[src/obcd_params.svh]
`ifndef OBCD_PARAMS_SVH
`define OBCD_PARAMS_SVH

// flash byte addresses of the configuration bytes
`define OBCD_ADDR_DET      8'hc1
`define OBCD_ADDR_SPEED    8'hc2
`define OBCD_ADDR_DEBUG    8'hc3

// register offsets on the software port
`define OBCD_REG_DET       8'hc1
`define OBCD_REG_SPEED     8'hc2
`define OBCD_REG_DEBUG     8'hc3
`define OBCD_REG_STATUS    8'hc4

// detector byte field positions
`define OBCD_DET_MODE_LO   0
`define OBCD_DET_MODE_HI   1
`define OBCD_DET_THR_LO    2
`define OBCD_DET_THR_HI    3
`define OBCD_DET_FIXED1    4
`define OBCD_DET_LVL_LOW   5
`define OBCD_DET_LVL_MID   6
`define OBCD_DET_LVL_TOP   7

// speed byte field positions
`define OBCD_SPD_FIXED0    4
`define OBCD_SPD_FIXED1    5

// debug byte fixed pattern on bits 6:1, and the stable part 6:4
`define OBCD_DBG_PATTERN   6'h02
`define OBCD_DBG_STABLE    3'h0

// status bit positions
`define OBCD_ST_DONE       0
`define OBCD_ST_ERR_DET    1
`define OBCD_ST_ERR_SPD    2
`define OBCD_ST_ERR_OSC    3
`define OBCD_ST_ERR_DBG    4
`define OBCD_ST_ERR_ANY    5

// reset values
`define OBCD_BYTE_RST      8'h00

`endif

[src/obcd_pkg.sv]
package obcd_pkg;

  typedef enum logic [1:0] {
    OBCD_DET_OFF   = 2'h0,
    OBCD_DET_INT   = 2'h1,
    OBCD_DET_RST   = 2'h2,
    OBCD_DET_INTRST = 2'h3
  } obcd_detmode_e;

  // threshold index: 0=2.81/2.75 1=2.92/2.86 2=3.02/2.96 3=3.13/3.06
  typedef enum logic [1:0] {
    OBCD_THR_281 = 2'h0,
    OBCD_THR_292 = 2'h1,
    OBCD_THR_302 = 2'h2,
    OBCD_THR_313 = 2'h3
  } obcd_thr_e;

  typedef enum logic [2:0] {
    OBCD_OSC_32M = 3'h0,
    OBCD_OSC_24M = 3'h1,
    OBCD_OSC_16M = 3'h2,
    OBCD_OSC_12M = 3'h3,
    OBCD_OSC_8M  = 3'h4,
    OBCD_OSC_4M  = 3'h5,
    OBCD_OSC_1M  = 3'h6
  } obcd_osc_e;

  typedef enum logic [4:0] {
    OBCD_ST_IDLE  = 5'h01,
    OBCD_ST_DET   = 5'h02,
    OBCD_ST_SPEED = 5'h04,
    OBCD_ST_DEBUG = 5'h08,
    OBCD_ST_RUN   = 5'h10
  } obcd_state_e;

  typedef struct packed {
    obcd_detmode_e mode;
    obcd_thr_e     thr;
    logic          low_fixed;
    logic          pin_reset_only;
    logic          err;
  } obcd_det_s;

  typedef struct packed {
    logic      high_speed_main;
    logic      low_speed_main;
    obcd_osc_e osc;
    logic      err_speed;
    logic      err_osc;
  } obcd_speed_s;

  typedef struct packed {
    logic debug_enable;
    logic keep_flash_on_auth_fail;
    logic err;
  } obcd_debug_s;

endpackage : obcd_pkg

[src/obcd_top.sv]
// Summary of operation
// mode 10, level 011: interrupt and reset thresholds
// mode 11, level 011: reset-only, four thresholds
// mode 01, level 011: interrupt-only, same thresholds
// lower mode bit and top level bit: detector off
// detector byte bit 4 programmed as one
// speed field 10 selects low-speed main mode
// speed field 11 high-speed; others prohibited
// oscillator code table, others prohibited
// speed byte bit 5 one, bit 4 zero
// debug 0/0 disables; 0/1 prohibited
// debug 1/0 enables, erase on auth fail
// debug 1/1 enables, keep flash on fail
// debug bits 6:1 programmed as 000010
// debug bits 3:1 not trusted on readback
// fetch bytes after reset, then apply
// detector off: reset only from external pin
// prohibited combination raises configuration error
// decoded outputs stable until next reset
//
// Decided for this implementation: the strobed register port.
`include "obcd_params.svh"

module obcd_top
  import obcd_pkg::*;
(
  input  wire logic       MCLK,
  input  wire logic       RST_N,
  // flash read port
  output logic            FL_RD,
  output logic [7:0]      FL_ADDR,
  input  wire logic [7:0] FL_DATA,
  input  wire logic       FL_VALID,
  // software register port
  input  wire logic [7:0] REG_ADDR,
  input  wire logic [7:0] REG_WDATA,
  input  wire logic       REG_WR,
  input  wire logic       REG_RD,
  output logic [7:0]      REG_RDATA,
  // decoded configuration
  output logic            CFG_DONE,
  output logic            CFG_ERR,
  output logic [1:0]      DET_MODE,
  output logic [1:0]      DET_THRESHOLD,
  output logic            DET_LOW_FIXED,
  output logic            DET_DISABLED,
  output logic            PIN_RESET_ONLY,
  output logic            LOW_SPEED_MAIN,
  output logic            HIGH_SPEED_MAIN,
  output logic [2:0]      OSC_FREQ_SEL,
  output logic            DEBUG_ENABLE,
  output logic            KEEP_FLASH_ON_AUTH_FAIL
);

  obcd_state_e state_reg;
  logic [7:0]  det_byte_reg;
  logic [7:0]  spd_byte_reg;
  logic [7:0]  dbg_byte_reg;
  obcd_det_s   det_dec;
  obcd_speed_s spd_dec;
  obcd_debug_s dbg_dec;
  logic [5:0]  err_next;

  ////////////////////////////////////////////////////////////////////////////
  // fetch sequencer: one flash read per byte, waits for valid

  always_ff @(posedge MCLK) begin
    if (!RST_N) begin
      state_reg <= OBCD_ST_IDLE;
    end else begin
      case (state_reg)
        OBCD_ST_IDLE:  state_reg <= OBCD_ST_DET;
        OBCD_ST_DET:   if (FL_VALID) state_reg <= OBCD_ST_SPEED;
        OBCD_ST_SPEED: if (FL_VALID) state_reg <= OBCD_ST_DEBUG;
        OBCD_ST_DEBUG: if (FL_VALID) state_reg <= OBCD_ST_RUN;
        OBCD_ST_RUN:   state_reg <= OBCD_ST_RUN;
        default:       state_reg <= OBCD_ST_IDLE;
      endcase
    end
  end

  always_ff @(posedge MCLK) begin
    if (!RST_N) begin
      FL_RD   <= 1'b0;
      FL_ADDR <= `OBCD_ADDR_DET;
    end else begin
      FL_RD <= 1'b0;
      case (state_reg)
        OBCD_ST_IDLE: begin
          FL_RD   <= 1'b1;
          FL_ADDR <= `OBCD_ADDR_DET;
        end
        OBCD_ST_DET: if (FL_VALID) begin
          FL_RD   <= 1'b1;
          FL_ADDR <= `OBCD_ADDR_SPEED;
        end
        OBCD_ST_SPEED: if (FL_VALID) begin
          FL_RD   <= 1'b1;
          FL_ADDR <= `OBCD_ADDR_DEBUG;
        end
        default: FL_RD <= 1'b0;
      endcase
    end
  end

  // bytes captured once; no software path changes them
  always_ff @(posedge MCLK) begin
    if (!RST_N) begin
      det_byte_reg <= `OBCD_BYTE_RST;
      spd_byte_reg <= `OBCD_BYTE_RST;
      dbg_byte_reg <= `OBCD_BYTE_RST;
    end else if (FL_VALID) begin
      if (state_reg == OBCD_ST_DET)   det_byte_reg <= FL_DATA;
      if (state_reg == OBCD_ST_SPEED) spd_byte_reg <= FL_DATA;
      if (state_reg == OBCD_ST_DEBUG) dbg_byte_reg <= FL_DATA;
    end
  end

  ////////////////////////////////////////////////////////////////////////////
  // decode

  obcd_decode u_decode (
    .det_byte (det_byte_reg),
    .spd_byte (spd_byte_reg),
    .dbg_byte (dbg_byte_reg),
    .det      (det_dec),
    .spd      (spd_dec),
    .dbg      (dbg_dec)
  );

  // fixed bits are checked as well; debug bits 3:1 are ignored
  always_comb begin
    err_next = '0;
    err_next[`OBCD_ST_ERR_DET] = det_dec.err || !det_byte_reg[`OBCD_DET_FIXED1];
    err_next[`OBCD_ST_ERR_SPD] = spd_dec.err_speed
                                 || !spd_byte_reg[`OBCD_SPD_FIXED1]
                                 || spd_byte_reg[`OBCD_SPD_FIXED0];
    err_next[`OBCD_ST_ERR_OSC] = spd_dec.err_osc;
    err_next[`OBCD_ST_ERR_DBG] = dbg_dec.err
                                 || (dbg_byte_reg[6:4] != `OBCD_DBG_STABLE);
    err_next[`OBCD_ST_ERR_ANY] = |err_next[4:1];
  end

  ////////////////////////////////////////////////////////////////////////////
  // outputs: apply decoded values once the last byte has landed

  always_ff @(posedge MCLK) begin
    if (!RST_N) begin
      CFG_DONE                <= 1'b0;
      CFG_ERR                 <= 1'b0;
      DET_MODE                <= OBCD_DET_OFF;
      DET_THRESHOLD           <= OBCD_THR_281;
      DET_LOW_FIXED           <= 1'b0;
      DET_DISABLED            <= 1'b1;
      PIN_RESET_ONLY          <= 1'b1;
      LOW_SPEED_MAIN          <= 1'b0;
      HIGH_SPEED_MAIN         <= 1'b0;
      OSC_FREQ_SEL            <= OBCD_OSC_32M;
      DEBUG_ENABLE            <= 1'b0;
      KEEP_FLASH_ON_AUTH_FAIL <= 1'b0;
    end else if (state_reg == OBCD_ST_RUN && !CFG_DONE) begin
      CFG_DONE                <= 1'b1;
      CFG_ERR                 <= err_next[`OBCD_ST_ERR_ANY];
      DET_MODE                <= det_dec.mode;
      DET_THRESHOLD           <= det_dec.thr;
      DET_LOW_FIXED           <= det_dec.low_fixed;
      DET_DISABLED            <= (det_dec.mode == OBCD_DET_OFF);
      PIN_RESET_ONLY          <= det_dec.pin_reset_only;
      LOW_SPEED_MAIN          <= spd_dec.low_speed_main;
      HIGH_SPEED_MAIN         <= spd_dec.high_speed_main;
      OSC_FREQ_SEL            <= spd_dec.osc;
      DEBUG_ENABLE            <= dbg_dec.debug_enable;
      KEEP_FLASH_ON_AUTH_FAIL <= dbg_dec.keep_flash_on_auth_fail;
    end
  end

  ////////////////////////////////////////////////////////////////////////////
  // register port: read only, writes ignored

  always_ff @(posedge MCLK) begin
    if (!RST_N) begin
      REG_RDATA <= 8'h00;
    end else begin
      REG_RDATA <= 8'h00;
      if (REG_RD) begin
        if (REG_ADDR == `OBCD_REG_DET) begin
          REG_RDATA <= det_byte_reg;
        end else if (REG_ADDR == `OBCD_REG_SPEED) begin
          REG_RDATA <= spd_byte_reg;
        end else if (REG_ADDR == `OBCD_REG_DEBUG) begin
          REG_RDATA <= dbg_byte_reg;
        end else if (REG_ADDR == `OBCD_REG_STATUS) begin
          REG_RDATA <= {2'h0, CFG_ERR ? err_next[5:1] : 5'h00, CFG_DONE};
        end else begin
          REG_RDATA <= 8'h00;
        end
      end
    end
  end

endmodule : obcd_top

[src/obcd_decode.sv]
`include "obcd_params.svh"

module obcd_decode
  import obcd_pkg::*;
(
  input  wire logic [7:0] det_byte,
  input  wire logic [7:0] spd_byte,
  input  wire logic [7:0] dbg_byte,
  output obcd_det_s       det,
  output obcd_speed_s     spd,
  output obcd_debug_s     dbg
);

  logic [2:0] lvl;
  logic [1:0] thr_code;
  logic [1:0] mode_bits;

  assign lvl       = det_byte[`OBCD_DET_LVL_TOP:`OBCD_DET_LVL_LOW];
  assign thr_code  = det_byte[`OBCD_DET_THR_HI:`OBCD_DET_THR_LO];
  assign mode_bits = det_byte[`OBCD_DET_MODE_HI:`OBCD_DET_MODE_LO];

  always_comb begin
    det = '{mode: OBCD_DET_OFF, thr: OBCD_THR_281, low_fixed: 1'b0,
            pin_reset_only: 1'b1, err: 1'b1};
    if (mode_bits[0] && lvl[2]) begin
      det.err = 1'b0;
    end else if (lvl == 3'h3) begin
      case (mode_bits)
        2'h2: begin
          det.mode           = OBCD_DET_INTRST;
          det.low_fixed      = 1'b1;
          det.pin_reset_only = 1'b0;
          det.err            = !(thr_code == 2'h2 || thr_code == 2'h1);
          det.thr            = (thr_code == 2'h1) ? OBCD_THR_302 : OBCD_THR_292;
        end
        2'h3, 2'h1: begin
          det.mode           = (mode_bits == 2'h3) ? OBCD_DET_RST : OBCD_DET_INT;
          det.pin_reset_only = (mode_bits != 2'h3);
          det.err            = 1'b0;
          det.thr            = obcd_thr_e'(2'h3 - thr_code);
        end
        default: begin
          det.err = 1'b1;
        end
      endcase
    end
  end

  always_comb begin
    spd = '{high_speed_main: 1'b0, low_speed_main: 1'b0, osc: OBCD_OSC_32M,
            err_speed: 1'b1, err_osc: 1'b0};
    case (spd_byte[7:6])
      2'h2: begin
        spd.low_speed_main = 1'b1;
        spd.err_speed      = 1'b0;
      end
      2'h3: begin
        spd.high_speed_main = 1'b1;
        spd.err_speed       = 1'b0;
      end
      default: spd.err_speed = 1'b1;
    endcase
    case (spd_byte[3:0])
      4'h8:    spd.osc = OBCD_OSC_32M;
      4'h0:    spd.osc = OBCD_OSC_24M;
      4'h9:    spd.osc = OBCD_OSC_16M;
      4'h1:    spd.osc = OBCD_OSC_12M;
      4'ha:    spd.osc = OBCD_OSC_8M;
      4'hb:    spd.osc = OBCD_OSC_4M;
      4'hd:    spd.osc = OBCD_OSC_1M;
      default: spd.err_osc = 1'b1;
    endcase
  end

  always_comb begin
    dbg.debug_enable            = dbg_byte[7];
    dbg.keep_flash_on_auth_fail = dbg_byte[7] && dbg_byte[0];
    dbg.err                     = !dbg_byte[7] && dbg_byte[0];
  end

endmodule : obcd_decode

[config.mk]
export PLATFORM = sky130hd
export DESIGN_NAME = obcd_top
export DESIGN_NICKNAME = d
export VERILOG_FILES = /design/src/obcd_pkg.sv /design/src/obcd_top.sv /design/src/obcd_decode.sv
export VERILOG_INCLUDE_DIRS = /design/src
export SDC_FILE = /design/constraint.sdc
export NUM_CORES = 1
export LEC_CHECK = 0
export ABC_CLOCK_PERIOD_IN_PS = 1800
export BUFFER_PORTS_ARGS = -buffer_cell sky130_fd_sc_hd__buf_2
export CORE_MARGIN = 5
export CORE_UTILIZATION = 45
export CTS_BUF_LIST = sky130_fd_sc_hd__clkbuf_8 sky130_fd_sc_hd__clkbuf_16
export DETAILED_ROUTE_END_ITERATION = 6
export PLACE_DENSITY = 0.7
export SLEW_MARGIN = 10
export SYNTH_ARGS = -nofsm -noshare
export SYNTH_HDL_FRONTEND = slang
export SYNTH_SLANG_ARGS = --single-unit
[constraint.sdc]
create_clock -name MCLK -period 1.8 [get_ports MCLK]
set_input_delay 0.18 -clock MCLK [delete_from_list [all_inputs] [get_ports MCLK]]
set_output_delay 0.18 -clock MCLK [all_outputs]
set_load 0.005 [all_outputs]
==> results.tsv, run 1 <==
stage	metric	value	unit
status	status	finished, final reports clean	
power_and_ir_drop	max-vdd-ir-drop	0.443	mV
synth	synth.avg_cell_area	8.59	µm²
cells_and_area	diodes	0	
critical_path	crit_type	reg -> reg	
clocking	cts-root-buf	clkbuf_8	
power_and_ir_drop	combPwrFrac	0.103	
route	wirelength	6.37	mm
die	start_util	0.471	
route	drt-wirelength-per-cell	14.7	µm
synth	ys_seq_area_frac	0.427	
grt	grt_pass1_vias	2212	
run	maxCapViolCount	0	
placed_design	dp_hpwl	4.77	mm
grt	overflow	0	
clocking	clock_path_buffers	2	
synth	synth.distinct_cells	50	
die	ios	62	
route	viasPerCell	5.25	
sta	maxSlewViolCount	0	
critical_path	cp_slowest_cell	dfxtp_4	
route	drc	0	
synth	synth-seq-cells	56	
synth	netlist_instances	306	
synth	netlist.area_leader.share	0.427	
die	dieArea	7470	µm²
sta	max_freq	583	MHz
grt	grt_max_degree	18	
clocking	cts.sinks	56	
cells_and_area	layout-drive-gt1-share	0.235	
grt	antenna_found_initial	0	
placed_design	port_buffers	46	
power_and_ir_drop	switching_share	0.244	
synth	synth_common_cells	dfxtp_1 (56), nor2_1 (44), nand2_1 (27), a21oi_1 (25), mux2i_1 (24)	
power_and_ir_drop	intPower	1660	µW
route	num_vias	2280	
clocking	cts_inserted_buffers	5	
worst_hold_path	min_path_type	in -> reg	
grt	grt_pass1_wl	10.7	mm
synth	synth_edf_count	0	
grt	groute.usage.overall	0.179	
power_and_ir_drop	switchingPower	535	µW
placed_design	place_congestion	0.838	
synth	async_flop_share	0	
die	die_w	86.4	µm
critical_path	crit_required	2060	ps
critical_path	crit_arrival	1980	ps
clocking	htree_levels	2	
die	die_y	86.4	µm
critical_path	worstSetupStartpointType	flop	
critical_path	end_kind	flop	
clocking	cts.reportedPaths.clkPinSlew	90	ps
power_and_ir_drop	powerDensity	707	nW/µm²
die	rows	27	
sta	worst_pin_slew	525	ps
route	dr.pass1.iters	4	
route	drtIter0Drc	129	
synth	yosys_warnings	0	
power_and_ir_drop	clockPowerShare	0.316	
power_and_ir_drop	pwr-share-seq	0.580	
critical_path	cp_max_fo	4	
clocking	hold_buffers	0	
die	core	5570	µm²
sta	final-setup-viol-count	0	
cells_and_area	layout.nets	396	
sta	hold_violations	0	
sta	max_slew_margin	0.649	
synth	yosys-top-cells-area	dfxtp_1 (43%), mux2i_1 (9.1%), nor2_1 (6.3%), a21oi_1 (4.8%), nand2_1 (3.9%)	
sta	skew	6.96	ps
critical_path	critical-path-max-stage-delay	370	ps
critical_path	critPathTopFamily	compound AO/OA/AOI/OAI gates	
synth	syn_area	2630	µm²
critical_path	critical_path_buf_inv_count	1	
clocking	clock_latency	310	ps
synth	synthMostInstantiatedCell	dfxtp_1	
sta	min_period	1720	ps
synth	ys.flop_type	dfxtp_1	
clocking	tritoncts	built	
cells_and_area	utilization	0.556	
power_and_ir_drop	leakage	0.00141	µW
route	antenna_left	0	
power_and_ir_drop	finalPower	2190	µW
sta	period_share	0.953	
synth	yosys.area.top_type	dfxtp_1	
cells_and_area	area.growth.synth_to_final	18.0	%
critical_path	crit_chain	inv_1 > ha_1 > or3_4 > a41o_1 > a31oi_1 > o221a_2	
## final timing paths
check,start,slack [ps],depth (start not counted),end
worst max-delay path,det_byte_reg[0]$_SDFFE_PN0P_,80,6,REG_RDATA[5]$_SDFF_PN0_
worst min-delay path,FL_DATA[5],120,3,spd_byte_reg[5]$_SDFFE_PN0P_
worst max register to register,det_byte_reg[0]$_SDFFE_PN0P_,80,6,REG_RDATA[5]$_SDFF_PN0_
worst min register to register,KEEP_FLASH_ON_AUTH_FAIL$_SDFFE_PN0P_,450,2,KEEP_FLASH_ON_AUTH_FAIL$_SDFFE_PN0P_
## cell families (layout without fill, tap and decap cells)
logic type | Yosys count | count (layout) | synth area share
xor gates and xnor gates | 2 | 2 | 0.00667
and+or+nand+nor | 118 | 118 | 0.225
DFF | 56 | 56 | 0.427
muxes | 24 | 24 | 0.0914
adders and majority gates | 6 | 6 | 0.0286
AOI/OAI and AO/OA | 64 | 64 | 0.157
other | 2 | 6 | 0.00286
buffers and inverters | 34 | 86 | 0.0619
## cell type report
| cell class | instances | area, µm² |
|---|---|---|
| fill | 522 | 2470 |
| multi-input combinational | 220 | 1360 |
| sequential | 56 | 1130 |
| timing repair buffer | 67 | 388 |
| tap | 72 | 90.1 |
| clock buffer | 6 | 82.6 |
| inverter | 11 | 41.3 |
| clock inverter | 2 | 7.51 |
## cells in the final DEF, fill, tap and decap left out, drive strengths merged, types with 2 or more instances in the layout
cell and instances:
buf 67, dfxtp 56, nor2 44, nand2 27, a21oi 25, mux2i 24
inv 13, nand3 12, o21ai 12, ha 6, conb 6, clkbuf 6
nand3b 5, o21a 5, o221a 4, nor3 4, nor4 4, or3 4
nor2b 3, nand2b 3, o22ai 3, and3b 2, o2111ai 2, nand4 2
and3 2, a22oi 2, xor2 2, o211ai 2
## metrics by stage
stage	hold WS, ps	setup WS [ps]	TNS [ps]	cells	cell area (µm²)
floorplan	324	114	0	310	2640
detailed placement	444	54.2	0	424	2980
global route	151	-0.0862	-0.0862	434	3100
CTS	128	18.6	0	432	3070
global placement	436	83.4	0	424	2980
finish	124	84.3	0	434	3100
## layer usage
metal  wire [µm]  track usage
met1        2900        0.238
met2        2950        0.287
met3         438       0.0333
met4          81       0.0680
met5           0            0
## timing repair
| item | in CTS | in global routing |
|---|---|---|
| resized for setup | 0 | 4 |
| endpoints found under the setup margin | 0 | 2 |
| setup buffers | 0 | 2 |
## worst min-delay path, delay by kind of cell
| kind | cells | cell delay, ps |
|---|---|---|
| multiplexers | 1 | 60 |
| AND/OR/NAND/NOR | 1 | 70 |
| buffers and inverters | 1 | 100 |
## power by group through the flow
stage | clock network, µW | registers [µW] | logic [µW]
2_1_floorplan | 0 | 1300 | 142
3_3_place_gp | 0 | 1300 | 215
3_5_place_dp | 0 | 1300 | 220
4_1_cts | 711 | 1270 | 222
5_1_grt | 761 | 1270 | 252
6_report | 693 | 1270 | 227
Note: power is estimated with default switching activity, not from simulation.
==> inputs of run 2 (changes only) <==
- CTS_BUF_LIST: sky130_fd_sc_hd__clkbuf_8 sky130_fd_sc_hd__clkbuf_16 -> sky130_fd_sc_hd__clkbuf_8
- SYNTH_HIERARCHICAL: not set -> 1
==> run 2 against run 1 <==
Effect of this change: total power increased by 8.8%; largest cell class unchanged; global-route usage fell by 0.80 points; largest power group unchanged; sequential power hardly changed; final area up 8.6%; routed wire length rose by 0.24%.
==> results.tsv, run 2 <==
stage	metric	value	unit	change
grt	groute.usage.overall	0.171		-0.00800
synth	synth-seq-cells	56		unchanged
die	ios	62		unchanged
synth	yosys_warnings	6		+6
critical_path	critical_path_buf_inv_count	0		-1
power_and_ir_drop	max-vdd-ir-drop	0.364	mV	-18%
route	drtIter0Drc	105		-19%
synth	netlist.area_leader.share	0.406		-0.0205
route	dr.pass1.iters	4		unchanged
clocking	cts_inserted_buffers	5		unchanged
critical_path	worstReg2RegStart	det_byte_reg[0]$_SDFFE_PN0P_		
route	viasPerCell	5.12		-2.5%
critical_path	crit_chain	ha_1 > or3_4 > a32oi_4 > nor3b_2 > and3_1 > o22ai_2 > nor3b_2		
power_and_ir_drop	powerDensity	708	nW/µm²	+0.18%
placed_design	port_buffers	46		unchanged
critical_path	cp_common_cell	nor3b_2		
sta	final-setup-viol-count	0		unchanged
critical_path	crit_start	det_byte_reg[0]$_SDFFE_PN0P_		
die	start_util	0.463		-0.00794
route	route.met3.wl	268	µm	-39%
critical_path	critPathTopFamily	simple AND/OR/NAND/NOR gates		
sta	min_period	1780	ps	+65.7 ps
power_and_ir_drop	clockPowerShare	0.376		+0.060
synth	synth.avg_cell_area	9.14	µm²	+6.4%
cells_and_area	layout_common_cells	dfxtp_1 (53), buf_2 (46), nand2_1 (34), nor2b_1 (30), mux2i_1 (25)		
die	core	5960	µm²	+6.8%
sta	setup_slack	18.6	ps	-65.7 ps
grt	antenna_found_initial	0		unchanged
run	maxCapViolCount	0		unchanged
power_and_ir_drop	switching_share	0.226		-0.0177
clocking	clock_path_buffers	2		unchanged
synth	synth_edf_count	0		unchanged
sta	setup_tns	0	ps	unchanged
synth	synth.distinct_cells	50		unchanged
power_and_ir_drop	leakage	0.00152	µW	+8.3%
cells_and_area	layout-drive-gt1-share	0.264		+0.0289
sta	rsz0062_at_grt	true		
cells_and_area	final_common_cell	dfxtp_1		
cells_and_area	diodes	0		unchanged
synth	async_flop_share	0		unchanged
power_and_ir_drop	switchingPower	540	µW	+0.90%
power_and_ir_drop	finalPower	2380	µW	+8.8%
critical_path	crit_arrival	2020	ps	+40 ps
sta	skew	7.97	ps	+1.01 ps
synth	netlist_instances	302		-1.3%
grt	overflow	0		unchanged
placed_design	dp_hpwl	4.78	mm	+0.21%
synth	yosys.area.top_type	dfxtp_1		
placed_design	pre_cts_slack	-82.0	ps	-136 ps
synth	ys_seq_area_frac	0.406		-0.0205
clocking	htree_levels	2		unchanged
critical_path	critical-path-max-stage-delay	380	ps	about the same
critical_path	worstSetupStartpointType	flop		
cells_and_area	area.growth.synth_to_final	21.9	%	
synth	syn_area	2760	µm²	+5.0%
status	status	finished, final reports clean		
clocking	hold_buffers	0		unchanged
die	rows	28		+3.7%
sta	period_share	0.990		+0.0365
placed_design	dp.cells	429		+1.2%
clocking	tritoncts	built		
clocking	clock_latency	310	ps	about the same
critical_path	cp_max_fo	5		+1
power_and_ir_drop	pwr-share-seq	0.537		-0.043
die	dieArea	7800	µm²	+4.5%
clocking	cts.sinks	56		unchanged
synth	synth_common_cells	dfxtp_1 (56), nand2_1 (35), nor2b_1 (30), mux2i_1 (25), a21boi_0 (16)		
critical_path	crit_type	reg -> reg		
clocking	cts.reportedPaths.clkPinSlew	100	ps	about the same
sta	max_freq	561	MHz	-3.7%
die	die_w	88.3	µm	+2.2%
sta	hold_violations	0		unchanged
cells_and_area	layout.nets	398		+0.51%
die	die_y	88.3	µm	+2.2%
power_and_ir_drop	combPwrFrac	0.088		-0.015
grt	grt_pass1_wl	10.5	mm	-1.7%
synth	yosys-top-cells-area	dfxtp_1 (41%), mux2i_1 (9.1%), nor2b_1 (6.8%), nand2_1 (4.8%), a21boi_0 (4.4%)		
worst_hold_path	min_path_type	in -> reg		
cells_and_area	final_cell_count_no_fill	439		+1.2%
critical_path	crit_required	2040	ps	-20 ps
route	num_vias	2248		-1.4%
placed_design	place_congestion	0.819		-2.2%
worst_hold_path	hold_start	FL_DATA[4]		
sta	maxSlewViolCount	0		unchanged
power_and_ir_drop	intPower	1840	µW	+11%
route	met1_length	3.11	mm	+7.2%
route	highest_layer	met4		
synth	synthMostInstantiatedCell	dfxtp_1		
critical_path	cp_slowest_cell	dfxtp_4		
route	met2_length	2.90	mm	-1.6%
critical_path	end_kind	flop		
grt	grt_max_degree	28		+10
clocking	cts-root-buf	clkbuf_8		
route	wirelength	6.38	mm	+0.24%
grt	grt_pass1_vias	2119		-4.2%
route	antenna_left	0		unchanged
route	drc	0		unchanged
cells_and_area	utilization	0.565		+0.00912
route	drt-wirelength-per-cell	14.5	µm	-0.91%
synth	ys.flop_type	dfxtp_1		
-- run 2: cell count changes in the layout (fill, tap and decap cells not counted), sizes merged, moves of 4 or more --
cell    delta
nor2      -32
nor2b     +27
a21oi     -22
a21boi    +16
nand2      +9
nand2b     +8
nand3      -8
o21ai      -8
nor3b      +6
a22oi      +5
and2       +4
o221a      -4
-- run 2: cells by family after synthesis --
group,Yosys count,share of synthesized area
AOI/OAI and AO/OA,51,0.138
xor gates and xnor gates,1,0.00317
adders and majority gates,6,0.0272
buffers and inverters,31,0.0562
DFF,56,0.406
muxes,25,0.0907
other,2,0.00272
and+or+nand+nor,130,0.276
-- run 2: per-stage QoR --
stage / hold WS (ps) / cell area, µm²
after floorplan: 346 / 2780
after global placement: 441 / 3150
after detailed placement: 456 / 3150
after CTS: 160 / 3330
after global routing: 153 / 3370
final: 163 / 3370
-- run 2: path summary, 6_finish.rpt --
| check | slack, ps | depth (start not counted) | endpoint |
|---|---|---|---|
| min | 160 | 3 | det_byte_reg[4]$_SDFFE_PN0P_ |
| min reg2reg | 470 | 2 | DET_MODE[1]$_SDFFE_PN0P_ |
| max reg2reg | 20 | 7 | REG_RDATA[5]$_SDFF_PN0_ |
| max | 20 | 7 | REG_RDATA[5]$_SDFF_PN0_ |
-- run 2: final cells by class --
type	count	area, µm²
clock buffer	7	96.3
tap	75	93.8
inverter	11	41.3
fill	553	2590
multi-input combinational	219	1570
sequential	56	1130
timing repair buffer	70	410
clock inverter	1	30.0
-- run 2: what timing repair did --
action                     4_1_cts  5_1_grt
setup endpoints to repair        2        6
pin swaps                        3        2
setup buffers                    2        0
resized for setup               10        5
-- run 2: tightest hold or removal path, stage by stage --
cell	delay, ps
buf_2	100
mux2i_1	60
nor2b_1	90
-- run 2: routing by layer --
metal  vias to the layer above  track usage
met5                         -            0
met3                        11       0.0345
met2                        45        0.266
li1                       1147            -
met1                      1045        0.241
met4                         0       0.0481
-- run 2: power by group through the flow --
stage | Combinational [µW] | Clock (µW) | Sequential [µW]
6_report | 209 | 896 | 1280
3_3_place_gp | 196 | 0 | 1310
3_5_place_dp | 199 | 0 | 1310
4_1_cts | 205 | 911 | 1280
5_1_grt | 229 | 966 | 1280
2_1_floorplan | 127 | 0 | 1310
==> inputs of run 3 (changes only) <==
- CORE_UTILIZATION: 45 -> 50
- PLACE_DENSITY: 0.7 -> 0.77
- REMOVE_ABC_BUFFERS: not set -> 1
==> run 3 against run 2 <==
Effect of this change: the flow now finishes with violations (setup timing); critical path depth rose by 1; count of clock-buffer cells in the layout fell by 1; sequential power barely moved; die area fell by 8.9%; non-clock buffer count fell by 6; clock skew fell by 0.55 ps; via count fell by 1.3%; combinational power fell by 4%; core utilization rose by 3.7 points; worst hold slack improved by 0.93 ps; cell count fell by 2.1%; fmax fell by 1.2%; largest power group unchanged.
==> results.tsv, run 3 (synthesized netlist as in run 2, its figures left out) <==
stage	metric	value	unit	change
power_and_ir_drop	leakage	0.00148	µW	-3.1%
clocking	clock_latency	310	ps	about the same
sta	max_slew_margin	0.645		
placed_design	place_congestion	0.851		+3.8%
placed_design	dp_hpwl	4.58	mm	-4.2%
grt	grt_pass1_wl	9.99	mm	-4.7%
route	drt-wirelength-per-cell	14.4	µm	-1.3%
die	dieArea	7110	µm²	-8.9%
cells_and_area	multiInputGateArea	1550	µm²	-1.0%
power_and_ir_drop	pwr-share-seq	0.586		+0.049
grt	overflow	0		unchanged
power_and_ir_drop	clockPowerShare	0.323		-0.053
power_and_ir_drop	switchingPower	527	µW	-2.3%
route	antenna_left	0		unchanged
grt	grt_max_degree	26		-7.1%
power_and_ir_drop	powerDensity	667	nW/µm²	-5.9%
cells_and_area	layout.nets	392		-1.5%
sta	skew	7.42	ps	-0.551 ps
critical_path	crit_required	2040	ps	about the same
worst_hold_path	min_path_type	in -> reg		
grt	groute.usage.overall	0.172		+0.000713
run	maxCapViolCount	0		unchanged
sta	setup_tns	-2.53	ps	-2.53 ps
placed_design	port_buffers	46		unchanged
sta	period_share	1.00		+0.0117
critical_path	worstSetupStartpointType	flop		
critical_path	regToRegEndpoint	REG_RDATA[5]$_SDFF_PN0_		
clocking	htree_levels	2		unchanged
worst_hold_path	hold_start	FL_DATA[4]		
status	status	finished with violations		
power_and_ir_drop	combPwrFrac	0.092		+0.004
route	drc	0		unchanged
power_and_ir_drop	switching_share	0.241		+0.0152
cells_and_area	area.growth.synth_to_final	18.7	%	
clocking	cts-root-buf	clkbuf_8		
die	die_y	84.3	µm	-4.5%
clocking	tritoncts	built		
cells_and_area	final_common_cell	dfxtp_1		
die	rows	27		-3.6%
route	viasPerCell	5.16		+0.78%
critical_path	crit_end	REG_RDATA[5]$_SDFF_PN0_		
sta	max_freq	555	MHz	-1.2%
cells_and_area	layout-drive-gt1-share	0.249		-0.0151
critical_path	r2r_cells	8		+1
route	num_vias	2219		-1.3%
die	start_util	0.507		+0.0440
sta	final-setup-viol-count	1		+1
critical_path	timing.reg2reg.setup_slack	-3	ps	-20 ps
die	die_w	84.3	µm	-4.5%
route	dr.pass1.iters	5		+1
clocking	clock_path_buffers	2		unchanged
critical_path	end_kind	flop		
clocking	cts_inserted_buffers	5		unchanged
power_and_ir_drop	max-vdd-ir-drop	0.371	mV	+2.0%
sta	worst_pin_slew	528	ps	
critical_path	crit_type	reg -> reg		
die	core	5440	µm²	-8.7%
clocking	hold_buffers	0		unchanged
route	wirelength	6.17	mm	-3.3%
critical_path	crit_start	det_byte_reg[0]$_SDFFE_PN0P_		
clocking	cts.sinks	56		unchanged
power_and_ir_drop	finalPower	2180	µW	-8.4%
cells_and_area	diodes	0		unchanged
route	drtIter0Drc	122		+16%
grt	grt_pass1_vias	2106		-0.61%
sta	maxSlewViolCount	0		unchanged
sta	setup_slack	-2.53	ps	-21.1 ps
sta	rsz0062_at_grt	true		
status	violations	setup timing		
sta	hold_violations	0		unchanged
critical_path	worstReg2RegStart	det_byte_reg[0]$_SDFFE_PN0P_		
cells_and_area	ff_latch_area	1130	µm²	+0.22%
grt	antenna_found_initial	0		unchanged
power_and_ir_drop	intPower	1660	µW	-10%
clocking	cts.reportedPaths.clkPinSlew	100	ps	about the same
sta	min_period	1800	ps	+21.1 ps
critical_path	crit_arrival	2040	ps	+20 ps
critical_path	cp_max_fo	5		unchanged
cells_and_area	n_fill_cell	484		-12%
cells_and_area	layout_common_cells	dfxtp_1 (53), buf_2 (46), nand2_1 (35), nor2b_1 (30), mux2i_1 (25)		
die	ios	62		unchanged
==> run 3: worst min-delay path by stage <==
stage	cells after the start	end	slack (ps)
finish	3	det_byte_reg[4]$_SDFFE_PN0P_	160
global route	3	dbg_byte_reg[4]$_SDFFE_PN0P_	170
CTS	3	dbg_byte_reg[4]$_SDFFE_PN0P_	160
detailed placement	2	PIN_RESET_ONLY$_SDFFE_PN1P_	450
global placement	2	DET_MODE[1]$_SDFFE_PN0P_	440
floorplan	1	state_reg[0]$_SDFFE_PN1P_	240
==> run 3: through the flow <==
step	cell area (µm²)	cells	worst slack, ps	util	hold WS, ps
floorplan	2660	286	-91.9	-	242
global placement	3090	419	-45.6	0.569	438
detailed placement	3090	419	-148	0.569	453
CTS	3220	428	0.509	0.592	159
global route	3280	430	-81.5	0.602	175
finish	3280	430	-2.53	0.602	164
==> run 3: power by group through the flow <==
stage	clock (µW)	combinational, µW	sequential (µW)
finish	704	201	1280
global route	787	222	1280
CTS	729	196	1280
detailed placement	0	192	1310
global placement	0	188	1310
floorplan	0	103	1300
==> run 3: routing by layer <==
metal,wire [µm],part of all wire,up-vias,GRT usage
li1,-,-,1133,-
met5,0,0,-,0
met2,2950,0.48,49,0.281
met3,331,0.054,6,0.0422
met4,59,0.0096,0,0.0541
met1,2830,0.46,1031,0.222
==> run 3: repair_timing <==
| item | 4_1_cts | 5_1_grt |
|---|---|---|
| gates resized for setup | 8 | 10 |
| setup buffers | 1 | 2 |
| pin swaps | 3 | 4 |
| setup endpoints to repair | 2 | 3 |
==> run 3: layout make-up <==
cell class / instances / share of cell area
Clock buffer: 6 / 0.0252
Clock inverter: 2 / 0.00306
Inverter: 11 / 0.0134
Multi-Input combinational cell: 219 / 0.473
Sequential cell: 56 / 0.345
Tap cell: 72 / 0.0275
Timing Repair Buffer: 64 / 0.113
==> run 3: critical path, stage by stage (launching register included) <==
cell,delay [ps]
dfxtp_4,390
inv_4,50
ha_4,150
or3_4,390
a32oi_4,260
nor3b_2,80
and3_1,150
o22ai_1,100
nor3b_2,170
